===== src/pkg/vipn_pkg.sv =====
/*
 * constants, register map and carrier types for the priority and nesting
 * section of a vectored interrupt controller.
 * assumes an apb slave at 100 mhz and 22 normal plus 22 fast sources.
 */
// Function
// RQ1 - pll, converter, flash levels in first register
// RQ2 - timer 2, 1, 0 levels in first register
// RQ3 - soft level bits 6:4; source 0 unprioritized
// RQ4 - supply, comparator, ext0 levels in second register
// RQ5 - spi and i2c levels in second register
// RQ6 - pwm, logic1, ext3 levels; top bits reserved
// RQ7 - ext2, logic0, ext1 levels in third register
// RQ8 - control bit 0 enables normal nesting, priority
// RQ9 - control bit 1 enables fast nesting, priority
// RQ10 - nesting off: deliver, no nesting, ignore levels
// RQ11 - non-nesting: fast beats normal
// RQ12 - vector read sets stack bit at priority
// RQ13 - set stack bit blocks equal, lower priorities
// RQ14 - each stack write clears lowest set bit
// RQ15 - software leaves reserved upper bits alone
// RQ16 - vector gives source number and base
// RQ17 - active equals raw request and enable mask
// RQ18 - fast path has its own stack
// RQ19 - ties go to lowest source number
// RQ20 - request only when outranking every stack bit
package vipn_pkg;
	localparam int unsigned vipn_nsrc = 22;
	localparam int unsigned vipn_lvls = 8;
	localparam logic [31:0] vipn_rst_word = 32'h0000_0000;
	// byte addresses of the registers
	localparam logic [31:0] vipn_a_prio0 = 32'hffff_0020;
	localparam logic [31:0] vipn_a_prio1 = 32'hffff_0024;
	localparam logic [31:0] vipn_a_prio2 = 32'hffff_0028;
	localparam logic [31:0] vipn_a_nest = 32'hffff_0030;
	localparam logic [31:0] vipn_a_nstk = 32'hffff_003c;
	localparam logic [31:0] vipn_a_fstk = 32'hffff_013c;
	localparam logic [31:0] vipn_a_base = 32'hffff_0014;
	localparam logic [31:0] vipn_a_nvec = 32'hffff_001c;
	localparam logic [31:0] vipn_a_fvec = 32'hffff_011c;
	localparam logic [31:0] vipn_a_nen = 32'hffff_0200;
	localparam logic [31:0] vipn_a_fen = 32'hffff_0204;
	// writable masks; reserved bits read zero
	localparam logic [31:0] vipn_m_prio0 = 32'h7777_7770;
	localparam logic [31:0] vipn_m_prio1 = 32'h7777_7777;
	localparam logic [31:0] vipn_m_prio2 = 32'h0077_7777;
	localparam logic [31:0] vipn_m_src = 32'h003f_ffff;
	localparam int unsigned vipn_nest_norm_bit = 0;
	localparam int unsigned vipn_nest_fast_bit = 1;
	localparam int unsigned vipn_base_w = 16;
	localparam int unsigned vipn_vec_src_lsb = 2;
	localparam int unsigned vipn_vec_base_lsb = 7;
	// apb request as one bundle
	typedef struct packed {
		logic sel;
		logic enable;
		logic write;
		logic [31:0] addr;
		logic [31:0] wdata;
	} vipn_apb_req_t;
	// outcome of a priority search
	typedef struct packed {
		logic found;
		logic [4:0] src;
		logic [2:0] lvl;
	} vipn_pick_t;
endpackage : vipn_pkg

===== src/core/vipn_pick.sv =====
/*
 * combinational priority search over active sources, blocking levels
 * at or below any in-service bit.
 * assumes levels are packed three bits per source.
 */
`timescale 1ns/1ns
module vipn_pick #(
	parameter int unsigned nsrc = 22
) (
	input wire logic [nsrc-1:0] active, // raw and enable
	input wire logic [3*nsrc-1:0] lvls, // per-source level
	input wire logic use_prio, // levels honoured
	input wire logic [7:0] stack, // in-service bits
	output vipn_pkg::vipn_pick_t pick // winner
);
	import vipn_pkg::*;
	logic [2:0] eff;
	logic allow;
	// level 0 wins; lowest index wins a tie
	always_comb begin
		pick = '0;
		eff = 3'h0;
		allow = 1'b0;
		for (int i = nsrc - 1; i >= 0; i--) begin
			eff = use_prio ? lvls[3*i +: 3] : 3'h0; // RQ10
			allow = 1'b1;
			for (int b = 0; b < 8; b++)
				if (stack[b] && eff >= 3'(b))
					allow = 1'b0; // RQ13 RQ20
			if (active[i] && allow &&
				(!pick.found || eff <= pick.lvl)) begin // RQ19
				pick.found = 1'b1;
				pick.src = 5'(i);
				pick.lvl = eff;
			end
		end
	end
endmodule : vipn_pick


===== src/core/vipn_stack.sv =====
/*
 * eight-level in-service stack: pushes a level on a vector read,
 * pops the lowest set bit on each software write.
 * assumes push and pop are one-cycle pulses from the register slave.
 */
`timescale 1ns/1ns
module vipn_stack #(
	parameter int unsigned levels = 8
) (
	input wire logic pclk, // system clock
	input wire logic presetn, // async reset, low
	input wire logic push, // vector read pulse
	input wire logic [2:0] push_lvl, // level of the serviced source
	input wire logic pop, // software write pulse
	output logic [levels-1:0] stack // in-service bits
);
	import vipn_pkg::*;
	logic [levels-1:0] next_stack;
	logic [levels-1:0] low_bit;
	// isolate lowest set bit, push wins over that clear
	always_comb begin
		low_bit = stack & (~stack + 1'b1); // RQ14
		next_stack = stack;
		if (pop)
			next_stack = next_stack & ~low_bit; // RQ14
		if (push)
			next_stack[push_lvl] = 1'b1; // RQ12
	end
	always_ff @(posedge pclk or negedge presetn) begin
		if (!presetn)
			stack <= '0;
		else
			stack <= next_stack;
	end
endmodule : vipn_stack


===== src/core/vipn_top.sv =====
/*
 * priority and nesting section of a vectored interrupt controller:
 * priority registers, nesting control, in-service stacks, vectors and
 * request lines to the core, reached over apb.
 * assumes raw requests are synchronous levels held until serviced.
 */
// Design decision made here: the APB interface to the registers.
`timescale 1ns/1ns
module vipn_top #(
	parameter int unsigned nsrc = vipn_pkg::vipn_nsrc
) (
	input wire logic pclk, // system clock
	input wire logic presetn, // async reset, low
	input wire logic psel, // apb select
	input wire logic penable, // apb access phase
	input wire logic pwrite, // apb direction
	input wire logic [31:0] paddr, // apb byte address
	input wire logic [31:0] pwdata, // apb write data
	output logic [31:0] prdata, // apb read data
	output logic pready, // apb ready
	output logic pslverr, // apb error
	input wire logic [nsrc-1:0] normal_raw_request, // normal sources
	input wire logic [nsrc-1:0] fast_raw_request, // fast sources
	output logic normal_irq, // request to core, normal
	output logic fast_irq // request to core, fast
);
	import vipn_pkg::*;

	vipn_apb_req_t req;
	logic [31:0] priority_sys_timers;
	logic [31:0] priority_serial_ext;
	logic [31:0] priority_pwm_logic_ext;
	logic [1:0] nesting_control;
	logic [vipn_base_w-1:0] vector_base;
	logic [nsrc-1:0] normal_enable_mask;
	logic [nsrc-1:0] fast_enable_mask;
	logic [31:0] next_p0, next_p1, next_p2;
	logic [1:0] next_nest;
	logic [vipn_base_w-1:0] next_base;
	logic [nsrc-1:0] next_nen, next_fen;
	logic [31:0] next_prdata;
	logic next_pready, next_pslverr;
	logic next_nirq, next_firq;
	logic [7:0] normal_in_service_stack, fast_in_service_stack;
	logic [3*nsrc-1:0] lvls;
	logic normal_nest_enable, fast_nest_enable;
	logic [nsrc-1:0] normal_active, fast_active;
	vipn_pick_t npick, fpick;
	logic n_push, f_push, n_pop, f_pop;
	logic wr_hit, rd_hit, known;

	// is this address one of ours
	function automatic logic is_mapped(input logic [31:0] a);
		case (a)
			vipn_a_prio0, vipn_a_prio1, vipn_a_prio2, vipn_a_nest,
			vipn_a_nstk, vipn_a_fstk, vipn_a_base, vipn_a_nvec,
			vipn_a_fvec, vipn_a_nen, vipn_a_fen: is_mapped = 1'b1;
			default: is_mapped = 1'b0;
		endcase
	endfunction : is_mapped

	// vector word: base above, source number below
	function automatic logic [31:0] vec_word(input logic [4:0] s,
		input logic [vipn_base_w-1:0] b);
		vec_word = '0;
		vec_word[vipn_vec_base_lsb +: vipn_base_w] = b; // RQ16
		vec_word[vipn_vec_src_lsb +: 5] = s; // RQ16
	endfunction : vec_word

	assign req = '{sel: psel, enable: penable, write: pwrite,
		addr: paddr, wdata: pwdata};
	assign known = is_mapped(req.addr);
	// access phase completes in the first access cycle
	assign wr_hit = req.sel && req.enable && req.write && known;
	assign rd_hit = req.sel && req.enable && !req.write && known;
	assign normal_nest_enable = nesting_control[vipn_nest_norm_bit]; // RQ8
	assign fast_nest_enable = nesting_control[vipn_nest_fast_bit]; // RQ9

	// level table in source order, source 0 held at zero
	assign lvls[2:0] = 3'h0; // RQ3
	assign lvls[3*1 +: 3] = priority_sys_timers[6:4]; // RQ3
	assign lvls[3*2 +: 3] = priority_sys_timers[10:8]; // RQ2
	assign lvls[3*3 +: 3] = priority_sys_timers[14:12]; // RQ2
	assign lvls[3*4 +: 3] = priority_sys_timers[18:16]; // RQ2
	assign lvls[3*5 +: 3] = priority_sys_timers[22:20]; // RQ1
	assign lvls[3*6 +: 3] = priority_sys_timers[26:24]; // RQ1
	assign lvls[3*7 +: 3] = priority_sys_timers[30:28]; // RQ1
	assign lvls[3*8 +: 3] = priority_serial_ext[2:0]; // RQ5
	assign lvls[3*9 +: 3] = priority_serial_ext[6:4]; // RQ5
	assign lvls[3*10 +: 3] = priority_serial_ext[10:8]; // RQ5
	assign lvls[3*11 +: 3] = priority_serial_ext[14:12]; // RQ5
	assign lvls[3*12 +: 3] = priority_serial_ext[18:16]; // RQ5
	assign lvls[3*13 +: 3] = priority_serial_ext[22:20]; // RQ4
	assign lvls[3*14 +: 3] = priority_serial_ext[26:24]; // RQ4
	assign lvls[3*15 +: 3] = priority_serial_ext[30:28]; // RQ4
	assign lvls[3*16 +: 3] = priority_pwm_logic_ext[2:0]; // RQ7
	assign lvls[3*17 +: 3] = priority_pwm_logic_ext[6:4]; // RQ7
	assign lvls[3*18 +: 3] = priority_pwm_logic_ext[10:8]; // RQ7
	assign lvls[3*19 +: 3] = priority_pwm_logic_ext[14:12]; // RQ6
	assign lvls[3*20 +: 3] = priority_pwm_logic_ext[18:16]; // RQ6
	assign lvls[3*21 +: 3] = priority_pwm_logic_ext[22:20]; // RQ6

	// active status per path
	assign normal_active = normal_raw_request & normal_enable_mask; // RQ17
	assign fast_active = fast_raw_request & fast_enable_mask; // RQ17

	// stacks are pushed by vector reads only while nesting is on
	assign n_push = rd_hit && req.addr == vipn_a_nvec &&
		normal_nest_enable && npick.found; // RQ12
	assign f_push = rd_hit && req.addr == vipn_a_fvec &&
		fast_nest_enable && fpick.found; // RQ18
	assign n_pop = wr_hit && req.addr == vipn_a_nstk; // RQ14
	assign f_pop = wr_hit && req.addr == vipn_a_fstk; // RQ18

	vipn_pick #(.nsrc(nsrc)) u_npick (
		.active(normal_active),
		.lvls(lvls),
		.use_prio(normal_nest_enable),
		.stack(normal_in_service_stack),
		.pick(npick)
	);

	vipn_pick #(.nsrc(nsrc)) u_fpick (
		.active(fast_active),
		.lvls(lvls),
		.use_prio(fast_nest_enable),
		.stack(fast_in_service_stack),
		.pick(fpick)
	);

	vipn_stack #(.levels(vipn_lvls)) u_nstack (
		.pclk(pclk),
		.presetn(presetn),
		.push(n_push),
		.push_lvl(npick.lvl),
		.pop(n_pop),
		.stack(normal_in_service_stack)
	);

	vipn_stack #(.levels(vipn_lvls)) u_fstack (
		.pclk(pclk),
		.presetn(presetn),
		.push(f_push),
		.push_lvl(fpick.lvl),
		.pop(f_pop),
		.stack(fast_in_service_stack)
	);

	// register writes, reserved bits masked off
	always_comb begin
		next_p0 = priority_sys_timers;
		next_p1 = priority_serial_ext;
		next_p2 = priority_pwm_logic_ext;
		next_nest = nesting_control;
		next_base = vector_base;
		next_nen = normal_enable_mask;
		next_fen = fast_enable_mask;
		if (wr_hit) begin
			case (req.addr)
				vipn_a_prio0: next_p0 = req.wdata & vipn_m_prio0; // RQ1
				vipn_a_prio1: next_p1 = req.wdata & vipn_m_prio1; // RQ4
				vipn_a_prio2: next_p2 = req.wdata & vipn_m_prio2; // RQ6
				vipn_a_nest: next_nest = req.wdata[1:0]; // RQ8 RQ9
				vipn_a_base: next_base = req.wdata[vipn_base_w-1:0];
				vipn_a_nen: next_nen = req.wdata[nsrc-1:0];
				vipn_a_fen: next_fen = req.wdata[nsrc-1:0];
				default: ;
			endcase
		end
	end

	// read mux, answer and core requests
	always_comb begin
		next_prdata = prdata;
		next_pready = req.sel && !req.enable;
		next_pslverr = req.sel && !req.enable && !is_mapped(req.addr);
		if (req.sel && !req.enable && !req.write) begin
			case (req.addr)
				vipn_a_prio0: next_prdata = priority_sys_timers;
				vipn_a_prio1: next_prdata = priority_serial_ext;
				vipn_a_prio2: next_prdata = priority_pwm_logic_ext;
				vipn_a_nest: next_prdata = {30'h0, nesting_control};
				vipn_a_nstk: next_prdata = {24'h0, normal_in_service_stack};
				vipn_a_fstk: next_prdata = {24'h0, fast_in_service_stack};
				vipn_a_base: next_prdata = {16'h0, vector_base};
				vipn_a_nvec: next_prdata = vec_word(npick.src,
					vector_base); // RQ16
				vipn_a_fvec: next_prdata = vec_word(fpick.src,
					vector_base);
				vipn_a_nen: next_prdata = {10'h0, normal_enable_mask};
				vipn_a_fen: next_prdata = {10'h0, fast_enable_mask};
				default: next_prdata = vipn_rst_word;
			endcase
		end
		next_firq = fpick.found; // RQ20 RQ11
		next_nirq = npick.found && !fpick.found; // RQ11 RQ20
	end

	always_ff @(posedge pclk or negedge presetn) begin
		if (!presetn) begin
			priority_sys_timers <= vipn_rst_word;
			priority_serial_ext <= vipn_rst_word;
			priority_pwm_logic_ext <= vipn_rst_word;
			nesting_control <= '0;
			vector_base <= '0;
			normal_enable_mask <= '0;
			fast_enable_mask <= '0;
			prdata <= vipn_rst_word;
			pready <= 1'b0;
			pslverr <= 1'b0;
			normal_irq <= 1'b0;
			fast_irq <= 1'b0;
		end else begin
			priority_sys_timers <= next_p0;
			priority_serial_ext <= next_p1;
			priority_pwm_logic_ext <= next_p2;
			nesting_control <= next_nest;
			vector_base <= next_base;
			normal_enable_mask <= next_nen;
			fast_enable_mask <= next_fen;
			prdata <= next_prdata;
			pready <= next_pready;
			pslverr <= next_pslverr;
			normal_irq <= next_nirq;
			fast_irq <= next_firq;
		end
	end
endmodule : vipn_top


===== config.mk =====
export PLATFORM = sky130hd
export DESIGN_NAME = vipn_top
export DESIGN_NICKNAME = d
export VERILOG_FILES = /design/src/pkg/vipn_pkg.sv /design/src/core/vipn_pick.sv /design/src/core/vipn_stack.sv /design/src/core/vipn_top.sv
export SDC_FILE = /design/constraint.sdc
export NUM_CORES = 1
export LEC_CHECK = 0
export ABC_AREA = 0
export BUFFER_PORTS_ARGS = -buffer_cell sky130_fd_sc_hd__buf_2
export CAP_MARGIN = 25
export CORE_MARGIN = 2
export CORE_UTILIZATION = 40
export DETAILED_ROUTE_END_ITERATION = 8
export GPL_TIMING_DRIVEN = 0
export PLACE_DENSITY = 0.53
export SLEW_MARGIN = 25
export SYNTH_ARGS = -nofsm -noshare
export SYNTH_HDL_FRONTEND = slang
export SYNTH_SLANG_ARGS = --single-unit

===== constraint.sdc =====
create_clock -name pclk -period 77.8 [get_ports pclk]
set_input_delay 15.56 -clock pclk [delete_from_list [all_inputs] [get_ports pclk]]
set_output_delay 15.56 -clock pclk [all_outputs]
set_load 0.005 [all_outputs]

After elaboration in Yosys (flattened, before gate mapping)
Index checks and enable logic that the tools add are counted.
{ "word_totals": {"register_bits": 177, "latch_bits": 0, "mem_bits_rw": 0, "rom_bits": 0, "input_bits": 113, "word_cells": 1392, "n_memories": 0} }
{ "op_classes": {"addsub": 2, "n_mul": 0, "div_mod_pow": 0, "order_cmp": 382, "eq_ne": 11, "shifts": 0, "mux": 434, "n_bitwise": 12, "reduce_logical": 537} }
{ "op_table": {"columns": ["op", "count"], "rows": [
  ["greater-or-equal comparator 3 bit (second input constant)", 168],
  ["logical AND 1 bit", 441],
  ["two-way mux 9 bit", 44],
  ["equality test 32 bit (second input constant)", 11],
  ["two-way mux 1 bit", 341],
  ["one-hot mux 31 bit (11 select lines)", 1],
  ["greater-or-equal comparator 3 x 1 -> 1 bit (second input constant)", 86],
  ["greater-or-equal comparator 3 x 2 -> 1 bit (second input constant)", 84],
  ["two-way mux 3 bit", 42],
  ["less-or-equal comparator 3 bit", 40],
  ["zero test 1 bit", 46],
  ["AND 22 bit", 2],
  ["logical OR 1 bit", 42],
  ["AND 8 bit", 4],
  ["two-way mux 8 bit", 4],
  ["NOT 8 bit", 4],
  ["adder 8 x 1 -> 8 bit (second input constant)", 2],
  ["OR 8 bit", 2],
  ["AND reduction 2 bit", 7],
  ["OR reduction 11 bit", 1],
  ["less-than comparator 3 x 4 -> 1 bit (second input constant)", 2],
  ["demux 1 bit (select 3 bit)", 2],
  ["less-or-equal comparator 1 x 3 -> 1 bit (first input constant)", 2]
]} }

Logic depth before layout (Yosys ltp)
{ "logic_depth": {"depth_word": 103, "mapped_depth": 186, "ltp_nobuf": 174} }

Modules after synthesis
From an unflattened synthesis, not the netlist that was laid out.
{ "hier_totals": {"cells_unflattened": 2241, "hier_area_um2": 18778.0} }
{ "by_module_without_submodules": {"columns": ["mod", "n_inst", "cells_per_inst", "area_each_um2"], "rows": [
  ["vipn_top", 1, 645, 7875.1],
  ["vipn_pick (u_fpick)", 1, 767, 5149.9],
  ["vipn_pick (u_npick)", 1, 765, 5052.3],
  ["vipn_stack", 2, 32, 350.3]
]} }

Worst setup path after synthesis
No wires, ideal clock.
{ "synth_timing": {"path_kind": "input -> register", "startpoint": "input normal_raw_request[21]", "endpoint": "register u_nstack.stack[2]", "setup_ns": 0.104, "arrival_ns": 42.574, "required_ns": 77.696, "path_slack_ns": 35.123, "stages": 169, "path_buffers": 5, "cell_sequence": "and3b_1 > o211ai_1 > a31oi_1 > nand3_1 > ha_1 > a21oi_1 > a32oi_1 > nor4_1 > nor2_1 > a32o_1 > inv_1 > ha_1 > nand3_1 > o21ai_0 > or3_1 > o221a_2 > and2_1 > a21oi_1 > [133 not listed] > ha_1 > a21o_1 > a21oi_1 > a31oi_1 > o31ai_1 > nand2_1 > o21ai_0 > o22ai_1 > ha_1 > nor2b_1 > o21ai_0 > inv_1 > o21ai_0 > o21a_1 > nor3_1 > a21oi_1 > o31ai_4 > o41ai_2"} }
{ "synth_between": {"elab_chain_len": 93, "elab_cells_between_ends": 116, "classes_between": "order compare (23); mux (25); bitwise (2); reduce/logical (66)"} }
{ "synth_lines": {"columns": ["element", "line", "rtl"], "rows": [
  ["start: declaration", "vipn_top.sv:22", "input wire logic [nsrc-1:0] normal_raw_request,"],
  ["AND 22 bit *", "vipn_top.sv:104", "assign normal_active = normal_raw_request & normal_enable_mask;"],
  ["logical AND 1 bit *", "vipn_pick.sv:30", "if (active[i] && allow &&"],
  ["two-way mux 9 bit *", "vipn_pick.sv:30", null],
  ["less-or-equal comparator 3 bit / zero test 1 bit (equally long branches)", "vipn_pick.sv:31", "(!pick.found || eff <= pick.lvl)) begin"],
  ["logical OR 1 bit", "vipn_pick.sv:31", null],
  ["logical AND 1 bit", "vipn_pick.sv:30", null],
  ["two-way mux 9 bit *", "vipn_pick.sv:30", null],
  ["less-or-equal comparator 3 bit / zero test 1 bit (equally long branches)", "vipn_pick.sv:31", null],
  ["[78 not listed]", null, null],
  ["two-way mux 9 bit *", "vipn_pick.sv:30", null],
  ["less-than comparator 3 x 4 -> 1 bit (implied by the code) / greater-or-equal comparator 3 x 1 -> 1 bit (equally long branches)", "vipn_stack.sv:27", "next_stack[push_lvl] = 1'b1;"],
  ["logical AND 1 bit (implied by the code)", "vipn_stack.sv:27", null],
  ["two-way mux 1 bit (implied by the code)", "vipn_stack.sv:27", null],
  ["demux 1 bit (select 3 bit)", null, null],
  ["OR 8 bit (no line)", null, null],
  ["two-way mux 8 bit *", "vipn_stack.sv:26", "if (push)"],
  ["via u_nstack.next_stack[2]", "vipn_stack.sv:18", "logic [levels-1:0] next_stack;"],
  ["end signal: assignment", "vipn_stack.sv:33", "stack <= next_stack;"],
  ["end: declaration", "vipn_stack.sv:15", "output logic [levels-1:0] stack"]
]} }
Mark *: on every way through the listed nets, which the timed path passes. The rest lies on a longest branch.
A chain may end at the register's enable or synchronous reset.

Worst setup path in the final report
{ "layout_timing": {"startpoint": "input normal_raw_request[21]", "endpoint": "register prdata[6]"} }
{ "layout_between": {"elab_chain_len": 88, "elab_cells_between_ends": 109, "classes_between": "order compare (21); mux (23); bitwise (1); reduce/logical (64)"} }
{ "layout_lines": {"columns": ["element", "line", "rtl"], "rows": [
  ["AND 22 bit *", "vipn_top.sv:104", null],
  ["logical AND 1 bit *", "vipn_pick.sv:30", null],
  ["two-way mux 9 bit *", "vipn_pick.sv:30", null],
  ["less-or-equal comparator 3 bit / zero test 1 bit (equally long branches)", "vipn_pick.sv:31", null],
  ["logical OR 1 bit", "vipn_pick.sv:31", null],
  ["logical AND 1 bit", "vipn_pick.sv:30", null],
  ["two-way mux 9 bit *", "vipn_pick.sv:30", null],
  ["less-or-equal comparator 3 bit / zero test 1 bit (equally long branches)", "vipn_pick.sv:31", null],
  ["[72 not listed]", null, null],
  ["logical OR 1 bit", "vipn_pick.sv:31", null],
  ["logical AND 1 bit", "vipn_pick.sv:30", null],
  ["two-way mux 9 bit *", "vipn_pick.sv:30", null],
  ["less-or-equal comparator 1 x 3 -> 1 bit / zero test 1 bit (equally long branches)", "vipn_pick.sv:31", null],
  ["logical OR 1 bit", "vipn_pick.sv:31", null],
  ["logical AND 1 bit", "vipn_pick.sv:30", null],
  ["two-way mux 9 bit *", "vipn_pick.sv:30", null],
  ["one-hot mux 31 bit (11 select lines) *", "vipn_top.sv:178", "case (req.addr)"],
  ["end signal: assignment", "vipn_top.sv:208", "prdata <= vipn_rst_word;"],
  ["end signal: assignment", "vipn_top.sv:221", "prdata <= next_prdata;"],
  ["end: declaration", "vipn_top.sv:19", "output logic [31:0] prdata,"]
]} }
Every way passes the cells marked *; elsewhere a longest branch is shown, timed or not.

==> results <==
- The run finished with clean final reports.
- The post-cts hold buffer count is 0.
- The detailed placement HPWL is around 63000 um.
- The number of placed I/O pins is about 150.
- The worst IR drop on VDD is roughly 15 uV.
- The post-CTS setup buffer count is 0.
- In the final layout, the share of cells above drive strength 1 is 0.202.
- In this run the power spent charging and discharging nets is between 0.04 and 0.05 mW.
- The worst setup path endpoint is prdata[6]$_DFFE_PN0P_.
- The final setup violation count is 0.
- The synthesized design contains about 170 register bits.
- Clock-pin slew was measured on the worst setup and hold paths at roughly 70 ps.
- The data required time of the worst path is about 78000 ps.
- The core footprint is 43300 um^2.
- For this design, the sink count on the clock tree is around 170.
- The slowest cell on the critical path is a211oi_1.
- After filler insertion, the fill cell instance count of the layout stands at between 4000 and 5000.
- The violation count after the first detailed-routing iteration is ~2200.
- The width of the chip is 214 um.
- From bottom edge to top edge, the die measures 214 um.
- Across all register-to-register paths, the minimum setup slack is between 40000 and 50000 ps.
- The worst pin sits at a relative slew slack of 0.319.
- The max-slew violation count was 0.
- The overall power after layout is roughly 0.20 mW.
- The minimum period implied by the final worst setup slack is just under 50000 ps.
- The buffer levels on the longest clock path is 2.
- The standby leakage power is 8.73 nW.
- The synthesized design spends more area on one cell type than any other, namely dfrtp_1.
- Once the clock tree was built, the resizer swapped 0 gates to a different size.
- The arrival time of data at the critical path endpoint is approximately 49000 ps.
- The launch point of the critical path is normal_raw_request[21].
- The achievable clock frequency is a little over 20 MHz.
- The ratio of total power to cell area is 9.89 nW/um^2.
- The CTS tree is built.
- The slew at the pin closest to its max-slew limit is around 1000 ps.
- In the synthesized netlist, the number of instances is roughly 2100.
- The summed instance area of the synthesized netlist is around 18000 um^2.
- The final number of hold-violating endpoints was 0.
- For the final routed database, the setup TNS stands at 0 ps.
- The proportion of synthesized flip-flops having asynchronous set or reset is 1.00.
- The critical path class is in2reg.
- In the post-synthesis netlist, the biggest area contributors are dfrtp_1, mux2_2, ha_1.
- The startpoint identified for the worst register-to-register timing path is nesting_control[0]$_DFFE_PN0P_.
- The internal power of the cells is 0.151 mW.
- Setup repair after global routing left no endpoint under its margin.
- The number of remaining DRC errors is 0.
- Summing over every cut layer, the via total after detailed routing is between 15000 and 20000.
- The total iterations of the first detailed-routing run is 8.
- The number of antenna violations at the first check in global routing is 3.
- The cell at the root of the clock tree is clkbuf_16.
- The share of power burned in the clock network is 0.477.
- The overall overflow remaining after global route is 0.
- The startpoint of the tightest hold check path is prdata[16]$_DFFE_PN0P_.
- The largest clock skew in the final design is about 11 ps.
- The count of different cell masters after synthesis is 119.
- The synthesized area per cell is around 8.3 um^2.
- For this run, the total global-route usage over all layers was measured as 0.345.
- The logic depth of the worst register-to-register path is between 150 and 200.
- The number of levels in the clock H-tree is 4.
- For this configuration, the core starts out at a cell density of 0.407.
- The final estimated routing congestion in global placement is between 0.9 and 1.
- Yosys mapped a number of flops with a built-in enable equal to 0.
- The share of power burned in registers is 0.469.
- Max-cap violations in this run came to 0.
- The kind of capture point of the worst setup path is a flip-flop.
- The highest net fanout along the worst path is 10.
- The number of buffers inserted during clock tree synthesis is 17.
- The net count of the finished layout is 2533.
- The critical register-to-register path endpoint is prdata[6]$_DFFE_PN0P_.
- The via count of the first global-routing pass came to 17650.
- The prevailing post-synth register cell is dfrtp_1.
- The number of warnings printed during yosys synthesis is 0.
- Of the available clock period, the critical path in the final layout requires 0.629.
- The overall routed net length is 79100 um.
- The area added between synthesis and finish is 12.3%.
- For the worst-skew pair, the clock arrives at the later sink with an insertion delay of about 450 ps.
- The startpoint kind of the worst setup timing path is an input port.
- The most numerous cell on the critical path is o21ai_0.
- The largest single stage delay on the critical path is roughly 800 ps.
- Of the post-synthesis cell area, the dominant cell type holds 0.247.
- In the routed layout, each cell is associated on average with a via count of 6.59.
- The largest net degree at the start of global routing is roughly 80.
- The global-route wire length before repair is 115000 um.
- The proportion of total power due to net switching is 0.230.
- The area of the die is about 46000 um^2.
- During placement, the flow inserted port buffers numbering 142.
- The number of rows in the core area is 76.
- The type of the most critical hold path is reg2reg.
- In this run the remaining antenna-violating nets after routing total 0.
- Dividing the detail-routed wire length by the instance count gives about 27 um.
- The share of total power dissipated in combinational logic is 0.054.
- Of the synthesized area, sequential elements account for 0.247.
## state kept, by name, summed over array words and instances, names as in the netlist
signal / flops
fast_irq: 1
normal_irq: 1
pslverr: 1
prdata: 29
u_nstack.stack: 8
priority_sys_timers: 21
priority_pwm_logic_ext: 18
nesting_control: 2
normal_enable_mask: 22
pready: 1
vector_base: 16
fast_enable_mask: 22
priority_serial_ext: 24
u_fstack.stack: 8
## final cells by class
class,instances,area [um^2],share of cell area
well taps,585,732,0.0370
multi-input cells,1717,12200,0.616
clock buffers,22,464,0.0235
inverters,106,398,0.0201
repair buffers,145,781,0.0395
clock inverters,10,161,0.00816
flip-flops and latches,174,4350,0.220
diodes,1,2.50,0.000127
plain buffers,139,701,0.0354
## synth_stat cells, types with 27 or more instances
master    count
mux2_2      138
nand4_1      33
nand3_1      83
clkbuf_1     75
o21a_1       34
nor2b_1      45
a21o_1       27
nor2_1      103
and2_1       58
inv_1       103
o21ai_0     122
a21oi_1     146
buf_2        32
nor3_1       30
a31oi_1      55
a221oi_1     35
ha_1        120
nand2_1     218
a22oi_1      36
dfrtp_1     174
## power groups by stage
stage               Combinational (mW)  Sequential (mW)  Clock, mW
floorplan                      0.00174           0.0936          0
global placement               0.00988           0.0935          0
detailed placement              0.0104           0.0935          0
CTS                             0.0104           0.0918     0.0938
global route                    0.0114           0.0918     0.0979
finish                          0.0105           0.0918     0.0933
## per-stage QoR
| stage | setup WS [ps] | hold slack, ps | instance area (um^2) | utilization | std cells |
|---|---|---|---|---|---|
| 2_1_floorplan | 35120 | 473 | 17600 | - | 2136 |
| 3_3_place_gp | 29340 | 460 | 19100 | 0.441 | 2863 |
| 3_5_place_dp | 29060 | 470 | 19100 | 0.443 | 2866 |
| 4_1_cts | 29400 | 483 | 19800 | 0.457 | 2898 |
| 5_1_grt | 26160 | 505 | 19800 | 0.457 | 2898 |
| 6_report | 28840 | 476 | 19800 | 0.457 | 2899 |
## layout by cell type, fill, tap and decap left out, drive strengths merged, types with 15 or more instances in the layout
| master | netlist | layout |
|---|---|---|
| and3 | 21 | 21 |
| a21oi | 149 | 149 |
| a211oi | 27 | 27 |
| a21o | 28 | 28 |
| inv | 106 | 106 |
| nor4 | 23 | 23 |
| nand2 | 221 | 221 |
| o221ai | 16 | 16 |
| nand3 | 83 | 83 |
| o21a | 36 | 36 |
| ha | 120 | 120 |
| a222oi | 15 | 15 |
| o2111ai | 18 | 18 |
| a31oi | 59 | 59 |
| nor2 | 105 | 105 |
| o211ai | 27 | 27 |
| nor2b | 45 | 45 |
| nand4 | 34 | 34 |
| nand2b | 26 | 26 |
| and2 | 62 | 62 |
| o21ai | 143 | 143 |
| dfrtp | 174 | 174 |
| clkbuf | 75 | 97 |
| nor3 | 32 | 32 |
| a22oi | 36 | 36 |
| a221oi | 39 | 39 |
| buf | 64 | 209 |
| mux2 | 138 | 138 |
## metal layers
metal	vias up	GRT usage	wire, um
met5	-	0	10
met4	2	0.103	2520
met3	143	0.0704	7840
met2	1041	0.518	33700
met1	9442	0.497	35000
li1	8472	-	-
## kinds of logic (layout without fill, tap and decap cells)
family                     after synthesis  after routing  share of synthesized area
muxes                                  152            152                     0.0962
xor gates and xnor gates                 1              1                   0.000497
adders and majority gates              120            120                     0.0852
DFF                                    174            174                      0.247
other                                    1              4                   0.000213
buffers and inverters                  245            422                     0.0624
AOI/OAI and AO/OA                      737            737                      0.303
and+or+nand+nor                        704            704                      0.205
## critical path: cells and delay by family
family,cells,cell delay (ps)
AO/OA/AOI/OAI,92,18640
adder cells (fa/ha/maj),20,5650
buffers and inverters,11,1780
multiplexers,1,400
AND/OR/NAND/NOR,44,7260
## worst min-delay path by stage
| stage | cells after the start | slack [ps] | to |
|---|---|---|---|
| after floorplan | 2 | 470 | prdata[10]$_DFFE_PN0P_ |
| after global placement | 2 | 460 | prdata[14]$_DFFE_PN0P_ |
| after detailed placement | 2 | 470 | prdata[16]$_DFFE_PN0P_ |
| after CTS | 2 | 480 | prdata[16]$_DFFE_PN0P_ |
| after global routing | 2 | 500 | prdata[16]$_DFFE_PN0P_ |
| final | 2 | 480 | prdata[16]$_DFFE_PN0P_ |
Power figures use the tool's default switching activity.
